[config.mk]
export PLATFORM = sky130hd
export DESIGN_NAME = hdi_top
export DESIGN_NICKNAME = d
export VERILOG_FILES = /design/src/hdi_pkg.sv /design/src/hdi_mover.sv /design/src/hdi_sync2.sv /design/src/hdi_top.sv
export VERILOG_INCLUDE_DIRS = /design/src /design/src/src
export SDC_FILE = /design/constraint.sdc
export NUM_CORES = 1
export LEC_CHECK = 0
export ABC_AREA = 1
export BUFFER_PORTS_ARGS = -buffer_cell sky130_fd_sc_hd__buf_2
export CORE_ASPECT_RATIO = 1.25
export CORE_UTILIZATION = 40
export CTS_CLUSTER_SIZE = 25
export DETAILED_ROUTE_END_ITERATION = 8
export PLACE_DENSITY = 0.65
export SYNTH_ARGS = -nofsm -noshare
export SYNTH_HDL_FRONTEND = slang
export SYNTH_SLANG_ARGS = --single-unit
[constraint.sdc]
create_clock -name core_clk_i -period 2.1 [get_ports core_clk_i]
set_clock_uncertainty 0.1 [all_clocks]
set_input_delay 0.42 -clock core_clk_i [delete_from_list [all_inputs] [get_ports core_clk_i]]
set_output_delay 0.42 -clock core_clk_i [all_outputs]
set_load 0.01 [all_outputs]
[src/hdi_params.svh]
// register offsets, field positions, reset values and steps of the host dma and interrupt status block
`ifndef HDI_PARAMS_SVH
`define HDI_PARAMS_SVH

`define HDI_ADDR_W 12
`define HDI_OFS_GSTAT 12'h0f0
`define HDI_OFS_GMASK 12'h0f1
`define HDI_OFS_PTR 12'h220
`define HDI_OFS_CNT 12'h224
`define HDI_OFS_CTRL 12'h228
`define HDI_OFS_FLAG 12'h2f0
`define HDI_OFS_CMASK 12'h2f1

`define HDI_GBIT_DISP0 7
`define HDI_GBIT_DISP1 6
`define HDI_GBIT_CAPT 5
`define HDI_GBIT_VGA 4
`define HDI_GBIT_DMA 2
`define HDI_GMASK_IMPL 8'hf4

`define HDI_CTRL_EN 0
`define HDI_CTRL_DIR 2
`define HDI_FLAG_DONE 2
`define HDI_CMASK_DONE 2

`define HDI_GMASK_RST 8'h00
`define HDI_PTR_RST 32'h0000_0000
`define HDI_CNT_RST 24'h00_0000
`define HDI_CNT_W 24
`define HDI_PTR_STEP 32'h0000_0004
`define HDI_CNT_STEP 24'h00_0004

`endif

[src/hdi_pkg.sv]
// types shared by the host dma and interrupt status block
package hdi_pkg;
  typedef struct packed {
    logic wr;
    logic rd;
    logic [11:0] addr;
    logic [31:0] wdata;
  } hdi_reg_req_s;

  typedef struct packed {
    logic req;
    logic we;
    logic [31:0] addr;
    logic [31:0] wdata;
  } hdi_sys_req_s;

  typedef struct packed {
    logic req;
    logic we;
    logic [15:0] addr;
    logic [31:0] wdata;
  } hdi_loc_req_s;

  typedef struct packed {
    logic disp0;
    logic disp1;
    logic capt;
    logic vga;
  } hdi_unit_irq_s;

  typedef enum logic [2:0] {
    MV_IDLE,
    MV_LOC_RD,
    MV_LOC_CAP,
    MV_SYS_WR,
    MV_SYS_RD,
    MV_SYS_WAIT,
    MV_LOC_WR
  } hdi_mover_state_e;
endpackage

[src/hdi_mover.sv]
// one-doubleword mover between system memory and local embedded memory
`timescale 1ns/10ps
module hdi_mover (
  // clock and reset
  input wire logic core_clk_i,
  input wire logic reset_i,
  // control from the channel registers
  input wire logic go_i,
  input wire logic dir_i,
  input wire logic [31:0] sys_addr_i,
  input wire logic [15:0] loc_addr_i,
  output logic busy_o,
  output logic word_done_o,
  // system memory master
  output hdi_pkg::hdi_sys_req_s sys_o,
  input wire logic sys_gnt_i,
  input wire logic sys_rvalid_i,
  input wire logic [31:0] sys_rdata_i,
  // local embedded memory
  output hdi_pkg::hdi_loc_req_s loc_o,
  input wire logic [31:0] loc_rdata_i
);
  import hdi_pkg::*;

  hdi_mover_state_e state_ff;
  hdi_mover_state_e nxt_state;
  logic [31:0] data_ff;
  logic [31:0] nxt_data;

  // RULE_10: direction picks path
  always_comb begin
    nxt_state = state_ff;
    nxt_data = data_ff;
    word_done_o = 1'b0;
    unique case (state_ff)
      MV_IDLE: begin
        if (go_i) begin
          nxt_state = dir_i ? MV_SYS_RD : MV_LOC_RD;
        end
      end
      MV_LOC_RD: nxt_state = MV_LOC_CAP;
      MV_LOC_CAP: begin
        nxt_data = loc_rdata_i;
        nxt_state = MV_SYS_WR;
      end
      MV_SYS_WR: begin
        if (sys_gnt_i) begin
          word_done_o = 1'b1;
          nxt_state = MV_IDLE;
        end
      end
      MV_SYS_RD: begin
        if (sys_gnt_i) begin
          nxt_state = MV_SYS_WAIT;
        end
      end
      MV_SYS_WAIT: begin
        if (sys_rvalid_i) begin
          nxt_data = sys_rdata_i;
          nxt_state = MV_LOC_WR;
        end
      end
      MV_LOC_WR: begin
        word_done_o = 1'b1;
        nxt_state = MV_IDLE;
      end
    endcase
  end

  always_ff @(posedge core_clk_i) begin
    if (reset_i) begin
      state_ff <= MV_IDLE;
      data_ff <= 32'h0000_0000;
    end else begin
      state_ff <= nxt_state;
      data_ff <= nxt_data;
    end
  end

  always_comb begin
    busy_o = (state_ff != MV_IDLE);
    sys_o.req = (state_ff == MV_SYS_WR) || (state_ff == MV_SYS_RD);
    sys_o.we = (state_ff == MV_SYS_WR);
    sys_o.addr = sys_addr_i;
    sys_o.wdata = data_ff;
    loc_o.req = (state_ff == MV_LOC_RD) || (state_ff == MV_LOC_WR);
    loc_o.we = (state_ff == MV_LOC_WR);
    loc_o.addr = loc_addr_i;
    loc_o.wdata = data_ff;
  end
endmodule

[src/hdi_sync2.sv]
// two flip-flop synchroniser for level inputs from other clock domains
`timescale 1ns/10ps
module hdi_sync2 #(
  parameter int W = 4
) (
  // clock and reset
  input wire logic core_clk_i,
  input wire logic reset_i,
  // level in and synchronised level out
  input wire logic [W-1:0] d_i,
  output logic [W-1:0] q_o
);
  logic [W-1:0] meta_ff;
  logic [W-1:0] sync_ff;
  logic [W-1:0] nxt_meta;
  logic [W-1:0] nxt_sync;

  always_comb begin
    nxt_meta = d_i;
    nxt_sync = meta_ff;
  end

  always_ff @(posedge core_clk_i) begin
    if (reset_i) begin
      meta_ff <= '0;
      sync_ff <= '0;
    end else begin
      meta_ff <= nxt_meta;
      sync_ff <= nxt_sync;
    end
  end

  assign q_o = sync_ff;
endmodule

[src/hdi_top.sv]
// host dma channel with global interrupt status and mask
// What this block does
// RULE_01: each global status bit reads as the or of its unit's pending flags and the status byte is read-only.
// RULE_02: clearing a global mask bit only stops reporting and leaves pending flags and status untouched.
// RULE_03: the interrupt output works without the bus clock so external events can wake a sleeping system.
// RULE_04: status and mask bits are display 0 at 7, display 1 at 6, capture at 5, vga at 4, dma at 2, rest reserved.
// RULE_05: a status bit reads 1 when its event occurred, and a mask bit of 1 enables reporting.
// RULE_06: the global mask resets to zero so every source starts disabled.
// RULE_07: the channel moves doublewords between circular queues in system memory and local embedded memory.
// RULE_08: software loads the system memory pointer with a doubleword-aligned address.
// RULE_09: software loads the 24-bit count as byte count minus four in whole doublewords.
// RULE_10: control bit 2 picks direction, 0 local to system and 1 system to local.
// RULE_11: control bit 0 enables the channel, resets to 0, and hardware never clears it.
// RULE_12: the driver disables the channel before reprogramming it and enables it afterwards.
// RULE_13: completion sets flag bit 2, which feeds the global dma status bit and clears on a written one.
// RULE_14: channel mask bit 2 gates the completion interrupt, 1 enables it.
// RULE_15: while enabled the pointer steps by four per doubleword and the flag rises when the count runs out.
// RULE_16: the interrupt output is high while any status bit is set with its global mask bit set.
`timescale 1ns/10ps
`include "hdi_params.svh"
module hdi_top #(
  parameter int LOC_AW = 10
) (
  // clock and reset
  input wire logic core_clk_i,
  input wire logic reset_i,
  // register port
  input hdi_pkg::hdi_reg_req_s reg_i,
  output logic [31:0] reg_rdata_o,
  // pending flags from the other units
  input hdi_pkg::hdi_unit_irq_s unit_irq_i,
  // system memory master
  output hdi_pkg::hdi_sys_req_s sys_o,
  input wire logic sys_gnt_i,
  input wire logic sys_rvalid_i,
  input wire logic [31:0] sys_rdata_i,
  // local embedded memory
  output hdi_pkg::hdi_loc_req_s loc_o,
  input wire logic [31:0] loc_rdata_i,
  // interrupt to host
  output logic irq_o
);
  import hdi_pkg::*;

  if (LOC_AW < 1 || LOC_AW > 16) begin : g_bad_aw
    $error("LOC_AW must lie between 1 and 16");
  end

  function automatic logic hit(input logic [11:0] a, input logic [11:0] ofs);
    hit = (a == ofs);
  endfunction

  logic [7:0] gmask_ff;
  logic [7:0] nxt_gmask;
  logic [31:0] ptr_ff;
  logic [31:0] nxt_ptr;
  logic [23:0] cnt_ff;
  logic [23:0] nxt_cnt;
  logic en_ff;
  logic nxt_en;
  logic dir_ff;
  logic nxt_dir;
  logic done_ff;
  logic nxt_done;
  logic flag_ff;
  logic nxt_flag;
  logic cmask_ff;
  logic nxt_cmask;
  logic [LOC_AW-1:0] loc_idx_ff;
  logic [LOC_AW-1:0] nxt_loc_idx;
  logic [31:0] rdata_ff;
  logic [31:0] nxt_rdata;

  logic [3:0] unit_raw;
  logic [3:0] unit_sync;
  logic [7:0] stat_vec;
  logic [7:0] stat_raw;
  logic dma_pend;
  logic go;
  logic busy;
  logic word_done;
  logic last_word;
  logic [15:0] loc_addr;

  assign unit_raw = {unit_irq_i.disp0, unit_irq_i.disp1, unit_irq_i.capt, unit_irq_i.vga};

  hdi_sync2 #(
    .W(4)
  ) u_sync (
    .core_clk_i(core_clk_i),
    .reset_i(reset_i),
    .d_i(unit_raw),
    .q_o(unit_sync)
  );

  // RULE_14: channel mask gates pending
  assign dma_pend = flag_ff & cmask_ff;

  // RULE_04: status bit placement
  always_comb begin
    stat_vec = 8'h00;
    stat_raw = 8'h00;
    // RULE_01: unit flags ored in
    stat_vec[`HDI_GBIT_DISP0] = unit_sync[3];
    stat_vec[`HDI_GBIT_DISP1] = unit_sync[2];
    stat_vec[`HDI_GBIT_CAPT] = unit_sync[1];
    stat_vec[`HDI_GBIT_VGA] = unit_sync[0];
    // RULE_13: flag feeds global bit
    stat_vec[`HDI_GBIT_DMA] = dma_pend;
    stat_raw[`HDI_GBIT_DISP0] = unit_raw[3];
    stat_raw[`HDI_GBIT_DISP1] = unit_raw[2];
    stat_raw[`HDI_GBIT_CAPT] = unit_raw[1];
    stat_raw[`HDI_GBIT_VGA] = unit_raw[0];
    stat_raw[`HDI_GBIT_DMA] = dma_pend;
  end

  // RULE_03: clockless interrupt path
  // RULE_16: any unmasked status bit
  assign irq_o = |(stat_raw & gmask_ff);

  // RULE_09: zero count means last word
  assign last_word = (cnt_ff == `HDI_CNT_RST);
  assign go = en_ff & ~done_ff;
  assign loc_addr = 16'(loc_idx_ff);

  hdi_mover u_mover (
    .core_clk_i(core_clk_i),
    .reset_i(reset_i),
    .go_i(go),
    .dir_i(dir_ff),
    .sys_addr_i(ptr_ff),
    .loc_addr_i(loc_addr),
    .busy_o(busy),
    .word_done_o(word_done),
    .sys_o(sys_o),
    .sys_gnt_i(sys_gnt_i),
    .sys_rvalid_i(sys_rvalid_i),
    .sys_rdata_i(sys_rdata_i),
    .loc_o(loc_o),
    .loc_rdata_i(loc_rdata_i)
  );

  always_comb begin
    nxt_gmask = gmask_ff;
    nxt_ptr = ptr_ff;
    nxt_cnt = cnt_ff;
    nxt_en = en_ff;
    nxt_dir = dir_ff;
    nxt_done = done_ff;
    nxt_flag = flag_ff;
    nxt_cmask = cmask_ff;
    nxt_loc_idx = loc_idx_ff;
    // RULE_02: mask write touches mask only
    if (reg_i.wr && hit(reg_i.addr, `HDI_OFS_GMASK)) begin
      nxt_gmask = reg_i.wdata[7:0] & `HDI_GMASK_IMPL;
    end
    if (reg_i.wr && hit(reg_i.addr, `HDI_OFS_CMASK)) begin
      nxt_cmask = reg_i.wdata[`HDI_CMASK_DONE];
    end
    // RULE_11: only software changes enable
    if (reg_i.wr && hit(reg_i.addr, `HDI_OFS_CTRL)) begin
      nxt_en = reg_i.wdata[`HDI_CTRL_EN];
      nxt_dir = reg_i.wdata[`HDI_CTRL_DIR];
    end
    // RULE_15: pointer and count step per word
    if (reg_i.wr && hit(reg_i.addr, `HDI_OFS_PTR)) begin
      nxt_ptr = reg_i.wdata;
    end else if (word_done) begin
      nxt_ptr = ptr_ff + `HDI_PTR_STEP;
    end
    if (reg_i.wr && hit(reg_i.addr, `HDI_OFS_CNT)) begin
      nxt_cnt = reg_i.wdata[`HDI_CNT_W-1:0];
    end else if (word_done && !last_word) begin
      nxt_cnt = cnt_ff - `HDI_CNT_STEP;
    end
    // RULE_07: local index wraps round the queue
    if (!en_ff && !busy) begin
      nxt_loc_idx = '0;
    end else if (word_done) begin
      nxt_loc_idx = loc_idx_ff + 1'b1;
    end
    if (!en_ff) begin
      nxt_done = 1'b0;
    end else if (word_done && last_word) begin
      nxt_done = 1'b1;
    end
    // RULE_13: set wins over write-one clear
    if (word_done && last_word) begin
      nxt_flag = 1'b1;
    end else if (reg_i.wr && hit(reg_i.addr, `HDI_OFS_FLAG) && reg_i.wdata[`HDI_FLAG_DONE]) begin
      nxt_flag = 1'b0;
    end
  end

  // RULE_05: read mux
  always_comb begin
    nxt_rdata = 32'h0000_0000;
    if (reg_i.rd) begin
      if (hit(reg_i.addr, `HDI_OFS_GSTAT)) begin
        nxt_rdata[7:0] = stat_vec;
      end else if (hit(reg_i.addr, `HDI_OFS_GMASK)) begin
        nxt_rdata[7:0] = gmask_ff;
      end else if (hit(reg_i.addr, `HDI_OFS_PTR)) begin
        nxt_rdata = ptr_ff;
      end else if (hit(reg_i.addr, `HDI_OFS_CNT)) begin
        nxt_rdata[`HDI_CNT_W-1:0] = cnt_ff;
      end else if (hit(reg_i.addr, `HDI_OFS_CTRL)) begin
        nxt_rdata[`HDI_CTRL_EN] = en_ff;
        nxt_rdata[`HDI_CTRL_DIR] = dir_ff;
      end else if (hit(reg_i.addr, `HDI_OFS_FLAG)) begin
        nxt_rdata[`HDI_FLAG_DONE] = flag_ff;
      end else if (hit(reg_i.addr, `HDI_OFS_CMASK)) begin
        nxt_rdata[`HDI_CMASK_DONE] = cmask_ff;
      end
    end
  end

  // RULE_06: mask resets to zero
  always_ff @(posedge core_clk_i) begin
    if (reset_i) begin
      gmask_ff <= `HDI_GMASK_RST;
      ptr_ff <= `HDI_PTR_RST;
      cnt_ff <= `HDI_CNT_RST;
      en_ff <= 1'b0;
      dir_ff <= 1'b0;
      done_ff <= 1'b0;
      flag_ff <= 1'b0;
      cmask_ff <= 1'b0;
      loc_idx_ff <= '0;
      rdata_ff <= 32'h0000_0000;
    end else begin
      gmask_ff <= nxt_gmask;
      ptr_ff <= nxt_ptr;
      cnt_ff <= nxt_cnt;
      en_ff <= nxt_en;
      dir_ff <= nxt_dir;
      done_ff <= nxt_done;
      flag_ff <= nxt_flag;
      cmask_ff <= nxt_cmask;
      loc_idx_ff <= nxt_loc_idx;
      rdata_ff <= nxt_rdata;
    end
  end

  assign reg_rdata_o = rdata_ff;

  logic ctrl_wr;
  assign ctrl_wr = reg_i.wr && hit(reg_i.addr, `HDI_OFS_CTRL);
endmodule

# Word level (Yosys, flattened, before mapping)
# Index checks and enable logic that the tools add are counted.
[word_totals] reg_bits=151 in_bits=118 word_cells=102
[classes] addsub=3 eq_ne=17 n_mux=27 bitwise_logic=7 n_reduce_logical=31
[op_table] op="$mux 32" n=3
[op_table] op="$mux 24" n=3
[op_table] op="$pmux 32 s2" n=1
[op_table] op="$eq 12x10->1 const B" n=5
[op_table] op="$add 32x3->32 const B" n=1
[op_table] op="$eq 12x8->1 const B" n=2
[op_table] op="$logic_not 24->1" n=1
[op_table] op="$sub 24x3->24 const B" n=1
[op_table] op="$mux 21" n=1
[op_table] op="$pmux 3 s7" n=1
[op_table] op="$mux 8" n=2
[op_table] op="$mux 3" n=5
[op_table] op="$add 10x1->10 const B" n=1
[op_table] op="$logic_and 1x1->1" n=10
[op_table] op="$mux 1" n=10
[op_table] op="$eq 3x3->1 const B" n=3
[op_table] op="$and 8x8->8" n=1
[op_table] op="$reduce_bool 2->1" n=4
[op_table] op="$reduce_or 8->1" n=1
[op_table] op="$eq 3x2->1 const B" n=2
[op_table] op="$ne 2x2->1 const B" n=3
[op_table] op="$reduce_or 2->1" n=3
[op_table] op="$reduce_or 5->1" n=1
[op_table] op="$not 1->1" n=4
[op_table] op="12 further kinds" n=16

# Longest topological paths before layout
# Gate-level depths: netlist of run 1.
[logic_depth] depth_word=8 depth_mapped=13

# By module
# A second synthesis of run 1 with hierarchy kept.
[unflattened] cells_unflattened=1348 hier_area_um2=8727.1
[modules_own_cells] mod="hdi_top" n_inst=1 cells_per_inst=942 area_each_um2=6005.8
[modules_own_cells] mod="hdi_mover" n_inst=1 cells_per_inst=381 area_each_um2=2489.9
[modules_own_cells] mod="hdi_sync2" n_inst=1 cells_per_inst=25 area_each_um2=231.5

# Least setup slack after synthesis of run 1
# Ideal clock, no wire load.
[synth_timing] path_kind="register -> output" start="register u_mover.state_ff[2]" end="output port loc_o[49] (netlist bit)" t_arrival_ps=1209 required_time_ps=1580 setup_slack_ps=371 path_stages_with_launch=5 path_buffers=3 path_cell_list="dfxtp_1 -> clkbuf_2 -> clkbuf_1 -> clkbuf_1 -> o21ai_0"
[synth_rtl] item="from (decl)" line_no="hdi_mover.sv:25" source="hdi_mover_state_e state_ff;"
[synth_rtl] item="from (signal assigned)" line_no="hdi_mover.sv:75" source="state_ff <= nxt_state;"
[synth_rtl] item="to (decl)" line_no="hdi_top.sv:38" source="output hdi_pkg::hdi_loc_req_s loc_o,"

# Worst setup path after layout of run 1
[layout_timing] start="register cmask_ff" end="output port irq_o"
[layout_between] elab_chain_cells=3
[layout_rtl] item="from (decl)" line_no="hdi_top.sv:67" source="logic cmask_ff;"
[layout_rtl] item="from (signal assigned)" line_no="hdi_top.sv:239" source="cmask_ff <= nxt_cmask;"
[layout_rtl] item="$and 1x1->1" line_no="hdi_top.sv:97" source="assign dma_pend = flag_ff & cmask_ff;"
[layout_rtl] item="$and 8x8->8" line_no="hdi_top.sv:119" source="assign irq_o = |(stat_raw & gmask_ff);"
[layout_rtl] item="$reduce_or 8->1" line_no="hdi_top.sv:119"
[layout_rtl] item="to (decl)" line_no="hdi_top.sv:41" source="output logic irq_o"
# Every way passes these cells.

==> results of run 1 <==
[sequential cells by signal, indices dropped and copies added, names as in the netlist]
| signal | count |
|---|---|
| cmask_ff | 1 |
| cnt_ff | 24 |
| u_mover.state_ff | 3 |
| en_ff | 1 |
| loc_idx_ff | 10 |
| u_sync.q_o | 4 |
| gmask_ff | 5 |
| done_ff | 1 |
| u_sync.meta_ff | 4 |
| ptr_ff | 32 |
| u_mover.data_ff | 32 |
| reg_rdata_o | 32 |
| dir_ff | 1 |
| flag_ff | 1 |
[placed cells by master (no fill, tap or decap), types with 17 or more instances in the layout]
master	instances
nand4_1	40
o21ai_0	95
nand3_1	88
a21oi_1	64
nor2_1	149
buf_4	51
nand2_1	335
clkbuf_16	17
inv_1	114
buf_2	260
dfxtp_1	146
xor2_1	17
a31oi_1	40
[power by group through the flow]
stage	registers (mW)	logic, mW	clock network (mW)
floorplan	3.09	0.617	0
global placement	3.09	0.984	0
detailed placement	3.09	0.988	0
CTS	3.03	0.992	3.06
global route	3.05	1.11	3.20
finish	3.04	1.00	3.01
[stage by stage]
stage | hold WS, ns | power, mW | worst slack [ns]
floorplan | 0.288 | 3.71 | 0.371
global placement | 0.292 | 4.08 | 0.0496
detailed placement | 0.299 | 4.08 | 0.0692
CTS | 0.111 | 7.09 | 0.000667
global route | 0.114 | 7.35 | -0.000745
finish | 0.126 | 7.04 | 0.0777
[routing by layer]
| metal | vias up | GRT usage |
|---|---|---|
| li1 | 4565 | - |
| met1 | 4270 | 0.295 |
| met2 | 423 | 0.475 |
| met3 | 59 | 0.0498 |
| met4 | 0 | 0.114 |
| met5 | - | 0 |
[layout make-up]
cell class              count  share of cell area
inverters                 125              0.0448
clock buffers              17              0.0404
repair buffers            317               0.171
flip-flops and latches    151               0.288
multi-input cells         901               0.410
diodes                      2            0.000476
clock inverters            15              0.0138
well taps                 270              0.0321
[logic make-up (layout without fill, tap and decap cells)]
| family | count (synthesis) | after routing | share of synthesized area |
|---|---|---|---|
| other | 1 | 8 | 0.000452 |
| flip-flops | 151 | 151 | 0.364 |
| XOR/XNOR | 29 | 29 | 0.0306 |
| AO/OA/AOI/OAI | 213 | 213 | 0.138 |
| buffers and inverters | 214 | 474 | 0.123 |
| adder cells (fa/ha/maj) | 3 | 3 | 0.00452 |
| AND/OR/NAND/NOR | 650 | 650 | 0.339 |
[worst min path at each step]
stage | depth (start not counted) | to | from | slack [ns]
finish | 3 | u_sync.meta_ff[2]$_SDFF_PP0_ | unit_irq_i[2] | 0.13
global route | 3 | u_sync.meta_ff[2]$_SDFF_PP0_ | unit_irq_i[2] | 0.11
CTS | 3 | u_sync.meta_ff[2]$_SDFF_PP0_ | unit_irq_i[2] | 0.11
detailed placement | 2 | u_sync.q_o[2]$_SDFF_PP0_ | u_sync.meta_ff[2]$_SDFF_PP0_ | 0.30
global placement | 2 | u_sync.q_o[2]$_SDFF_PP0_ | u_sync.meta_ff[2]$_SDFF_PP0_ | 0.29
floorplan | 2 | u_sync.q_o[0]$_SDFF_PP0_ | u_sync.meta_ff[0]$_SDFF_PP0_ | 0.29
[timing repair]
action / 4_1_cts / 5_1_grt
hold buffers: 0 / 0
setup endpoints to repair: 2 / 20
setup buffers: 0 / 1
pin swaps: 0 / 3
resized for setup: 4 / 16
cloned: 0 / 0
[worst reg2reg max path, delay by kind of cell (launching register included)]
kind,cells,cell delay [ns]
and+or+nand+nor,7,0.78
adders and majority gates,1,0.16
buffers and inverters,4,0.40
DFF,1,0.31
AOI/OAI and AO/OA,1,0.12
==> results.md, run 1 <==
- Vias per cell: 5.18
- Critical Path End: irq_o
- Initial antenna violation count: 1
- Post-synth top cells: nand2_1 (335), dfxtp_1 (151), nor2_1 (149)
- Clock transition time at the flip-flop clock pins of the worst setup and hold paths: 0.06 ns
- Met2 WL: 14,200 um
- Max incr delay on CP: roughly 0.32 ns
- Mapped Cells: 1,261
- Fin crit period: 2.02 ns
- Critical R2R Launch: cnt_ff[2]$_SDFFE_PP0P_
- Max_cap viols: 0
- Clock Latency Late Sink: 0.43 ns
- Distinct cells, synth: 40
- Fillers: ~2,000
- Routed Antenna Nets: 0
- Critical path arrival: approximately 1.5 ns
- First drt pass iteration count: 5
- Vias: ~9,300
- Clock Path Buffers: 2
- Most numerous cell in the Yosys netlist: nand2_1
- I/O pin cnt: 267
- Seq/Total Area, Yosys: 0.364
- DP Area: between 0.009 and 0.01 mm^2
- DR top layer: met4
- Worst Setup SP: cmask_ff$_SDFFE_PP0P_
- GPL Wtd Cong: 0.956
- Wire length on met3: 2030 um
- Worst Path Max Fanout: 2
- Worst Max-Slew Pin Slew: slightly below 0.6 ns
- Worst path required time: 1.58 ns
- First-pass GRT wire length: 42,700 um
- Min-Delay Path Class: in -> reg
- Final Hold Violating Endpoints: 0
- Clock H-tree levels: 4
- Core area: 0.0202 mm^2
- Final Max Slew Viols: 0
- Largest net degree at the start of global routing: 47
- Initial Util: 0.410
- Final count of negative-setup-slack endpoints: 0
- Post-route design area: 0.0105 mm^2
- RSZ-0062 raised after global routing: yes
- Port bufs: 260
- Final setup TNS: 0 ns
- Slew headroom: 0.612
- Synth top area share: 0.364
- Root Driver: clkbuf_16
- Status: finished clean
- Flop pwr share: 0.431
- Number of DRC markers in iteration 0: 668
- Clock power frac: 0.427
- GR Overflow Total: 0
- Top_reg_cell synth: dfxtp_1
- CTS buffer count: 17
- Share of synthesized registers carrying an async set or reset: 0
- Final HPWL DP: 21,700 um
- Combinational Power Share: 0.142
- Top delay family on crit path: compound AO/OA/AOI/OAI gates
- Chip width: ~130 um
- DIE AREA: around 0.021 mm^2
- Placed insts: 1,763
- Static Leak: about 5 nW
- Area growth syn-to-layout: 26.7%
- Max IR drop VDD: between 0.5 and 0.6 mV
- Reg2Reg Depth: 13
- Tcrit/Tclk final: 0.963
- Vias in the first global route: 8,410
- Post-layout util: 0.520
- Crit path depth: 7
- CTS tree: built
- Flop-to-flop setup slack: 0.15 ns
- Rows: 58
- Post-Synthesis Cell Area: a little over 0.008 mm^2
- Crit end category: output port
- P per Cell Area: 669 mW/mm^2
- Fmax: 494 MHz
- NumNets Final: between 1,500 and 2,000
- Wirelength per Cell: 15.6 um
- Multi-input logic area: 0.00431 mm^2
- Drt total wl: roughly 28,000 um
- CP Cell Sequence: nand2_1 > inv_1 > nand2_1 > o21ai_1 > a221oi_1 > o21ai_1 > buf_2
- Pint: 4.98 mW
- Startpoint Class: flop
- Yosys top cell by area: dfxtp_1
- Number of remaining DRC errors: 0
- Storage element area: around 0.003 mm^2
- Switch share: 0.292
- Synth Warn #: 0
- CP max-delay cell: dfxtp_2
- Post-synth EDFFs: 0
- DIE HEIGHT: 163 um
- Worst r2r dst: cnt_ff[19]$_SDFFE_PP0P_
- CP Buf/Inv Count: 2
- DRT met1 WL: 10,800 um
- Mapped Avg Cell Area: between 6 and 7 um^2
- Net Sw Power: approximately 2 mW
- Total track usage: 0.263
- Clk sink count: approximately 150
- Non-filler cells, final: 1,798
- Share of cells above drive strength 1: 0.259
- Number of synthesized register bits: approximately 150
- Critical path type: reg -> out
- Top post-synthesis cells by area: dfxtp_1 (36%), nand2_1 (15%), nor2_1 (6.7%), o21ai_0 (5.8%), nand3_1 (5.3%)
No activity file was read; power rests on OpenSTA's default activity.
==> inputs of run 2 (changes only) <==
Settings changed: ABC_AREA 1 to not set, PLACE_DENSITY 0.65 to 0.67.
Clock period 2.1 ns to 2.3 ns, I/O delays scaled along.
==> results.md, run 2 <==
- Status: finished clean
- Worst path required time: 1.74 ns (+0.16 ns)
- Vias: 6,882 (-26%)
- Routed Antenna Nets: 0 (unchanged)
- Post-synth top cells: dfxtp_1 (151), nor2_1 (110), a211oi_1 (69)
- Max incr delay on CP: 0.37 ns (+0.05 ns)
- Number of DRC markers in iteration 0: 369 (-45%)
- Post-synth EDFFs: 0 (unchanged)
- Min-Delay Path Class: in -> reg
- Power, Total: 5.77 mW (-18%)
- Clk sink count: 151 (unchanged)
- Max IR drop VDD: 0.487 mV (-14%)
- Clock H-tree levels: 4 (unchanged)
- Seq/Total Area, Yosys: 0.404 (+0.0401)
- Max_cap viols: 0 (unchanged)
- Top post-synthesis cells by area: dfxtp_1 (40%), a211oi_1 (6.9%), nor2_1 (5.5%), mux2i_1 (5.4%), xor2_1 (4.8%)
- First drt pass iteration count: 5 (unchanged)
- P per Cell Area: 602 mW/mm^2 (-10%)
- CP Cell Sequence: buf_6 > inv_1 > or3_1 > nand2_1 > buf_2
- Chip width: 124 um (-5.0%)
- Commonest non-fill, non-tap cell in the layout: buf_2
- Vias in the first global route: 6,395 (-24%)
- Drt total wl: 20,900 um (-25%)
- Fin crit period: 2.19 ns
- First-pass GRT wire length: 32,500 um (-24%)
- Number of remaining DRC errors: 0 (unchanged)
- Commonest cells after routing, fill and taps aside: buf_2 (260), dfxtp_1 (150), nor2_1 (110), a211oi_1 (69), xor2_1 (41)
- Tcrit/Tclk final: 0.953
- Port bufs: 260 (unchanged)
- Crit end category: output port
- CTS tree: built
- Reg2Reg Depth: 5 (-8)
- Flop-to-flop setup slack: 0.21 ns (+0.06 ns)
- GPL Wtd Cong: 0.905 (-5.3%)
- Worst Max-Slew Pin Slew: 1.01 ns (+0.425 ns)
- Worst r2r dst: cnt_ff[6]$_SDFFE_PP0P_
- Worst Setup SP: u_mover.state_ff[0]$_SDFFE_PP0P_
- Number of synthesized register bits: 151 (unchanged)
- Critical Path End: loc_o[49]
- Post-layout util: 0.526 (+0.00652)
- Worst Path Max Fanout: 11 (+9)
- NumNets Final: 1,173 (-28%)
- Post-Synthesis Cell Area: 0.00748 mm^2 (-9.9%)
- Root Driver: clkbuf_16
- Post-route design area: 0.00959 mm^2 (-8.8%)
- Rows: 55 (-5.2%)
- RSZ-0062 raised after global routing: no
- Yosys top cell by area: dfxtp_1
- DIE HEIGHT: 155 um (-5.0%)
- Startpoint Class: flop
- Final HPWL DP: 15,700 um (-28%)
- Synth top area share: 0.404 (+0.0401)
- Mapped Avg Cell Area: 9.23 um^2 (+40%)
- Clock transition time at the flip-flop clock pins of the worst setup and hold paths: 0.06 ns (about the same)
- I/O pin cnt: 267 (unchanged)
- DP Area: 0.00897 mm^2 (-9.1%)
- Slew headroom: 0.329 (-0.283)
- CTS Hold Buffers Added: 0 (unchanged)
- Core area: 0.0182 mm^2 (-9.9%)
- Synth Warn #: 0 (unchanged)
- Clock Latency Late Sink: 0.42 ns (about the same)
- Clock Path Buffers: 2 (unchanged)
- Initial antenna violation count: 4 (+3)
- Final Hold Violating Endpoints: 0 (unchanged)
- Total track usage: 0.213 (-0.0499)
- Mapped Cells: 810 (-36%)
- Final setup TNS: 0 ns (unchanged)
- Wirelength per Cell: 16.2 um (+3.8%)
- Critical path arrival: 1.63 ns (+0.13 ns)
- DIE AREA: 0.0193 mm^2 (-9.8%)
- Critical path type: reg -> out
- Final count of negative-setup-slack endpoints: 0 (unchanged)
- Fmax: 456 MHz
- Vias per cell: 5.32 (+2.7%)
- CP max-delay cell: dfxtp_2
- Distinct cells, synth: 73 (+83%)
- Area growth syn-to-layout: 28.3%
- Critical R2R Launch: cnt_ff[1]$_SDFFE_PP0P_
- Static Leak: 4.36 nW (-13%)
- Final Max Slew Viols: 0 (unchanged)
- Share of cells above drive strength 1: 0.351 (+0.0917)
- CTS buffer count: 17 (unchanged)
- Initial Util: 0.410 (about the same)
- Most numerous cell in the Yosys netlist: dfxtp_1
- Top_reg_cell synth: dfxtp_1
- Largest net degree at the start of global routing: 95 (+100%)
- GR Overflow Total: 0 (unchanged)
- Share of synthesized registers carrying an async set or reset: 0 (unchanged)
==> run 2: changes by cell type after synthesis, sizes merged, moves of 40 or more <==
cell / change
a211oi: +72
nand2: -315
mux2i: +40
o21ai: -74
nor2: -52
inv: -111
nand3: -62
==> run 2: kinds of logic after synthesis <==
| logic type | synth area share |
|---|---|
| and+or+nand+nor | 0.210 |
| AOI/OAI and AO/OA | 0.181 |
| DFF | 0.404 |
| buffers and inverters | 0.0729 |
| xor gates and xnor gates | 0.0679 |
| muxes | 0.0580 |
| adders and majority gates | 0.00502 |
| other | 0.000501 |
==> run 2: critical path: cells and delay by family (launching register included) <==
kind | cells | cell delay, ns
buffers and inverters | 3 | 0.39
DFF | 1 | 0.37
and+or+nand+nor | 2 | 0.45
==> run 2: timing repair <==
item | CTS | global route
setup buffers | 0 | 0
gates resized for setup | 2 | 1
endpoints found under the setup margin | 2 | 1
==> run 2: final cells by class <==
type / count / area [um^2]
diodes: 1 / 2.50
clock inverters: 10 / 144
well taps: 228 / 285
multi-input cells: 570 / 3940
fillers: 1694 / 8640
clock buffers: 21 / 470
flip-flops and latches: 151 / 3020
repair buffers: 300 / 1680
inverters: 12 / 45.0
==> run 2: per-layer routing <==
| layer | track usage | up-vias | wire length, um |
|---|---|---|---|
| met5 | 0 | - | 23 |
| met1 | 0.226 | 3146 | 8040 |
| met3 | 0.0564 | 46 | 1400 |
| li1 | - | 3406 | - |
| met4 | 0.100 | 4 | 767 |
| met2 | 0.389 | 280 | 10700 |
==> run 2: worst min path at each step <==
stage	startpoint	end	slack [ns]	cells past startpoint
floorplan	u_sync.meta_ff[0]$_SDFF_PP0_	u_sync.q_o[0]$_SDFF_PP0_	0.31	1
global placement	u_sync.meta_ff[0]$_SDFF_PP0_	u_sync.q_o[0]$_SDFF_PP0_	0.32	1
detailed placement	u_sync.meta_ff[1]$_SDFF_PP0_	u_sync.q_o[1]$_SDFF_PP0_	0.32	1
CTS	unit_irq_i[2]	u_sync.meta_ff[2]$_SDFF_PP0_	0.17	2
global route	unit_irq_i[3]	u_sync.meta_ff[3]$_SDFF_PP0_	0.17	2
finish	unit_irq_i[2]	u_sync.meta_ff[2]$_SDFF_PP0_	0.18	2
==> run 2: stage by stage <==
step | setup slack (ns) | hold slack, ns | std cells
after floorplan | 0.311 | 0.314 | 815
after global placement | 0.138 | 0.319 | 1261
after detailed placement | 0.104 | 0.323 | 1261
after CTS | 0.0280 | 0.172 | 1292
after global routing | 0.0297 | 0.169 | 1293
final | 0.108 | 0.183 | 1293
==> run 2: where the power goes <==
group	internal [mW]	leakage (nW)	switching [mW]
Combinational	0.114	2.85	0.141
Sequential	2.63	1.22	0.00502
Clock	1.79	0.292	1.09
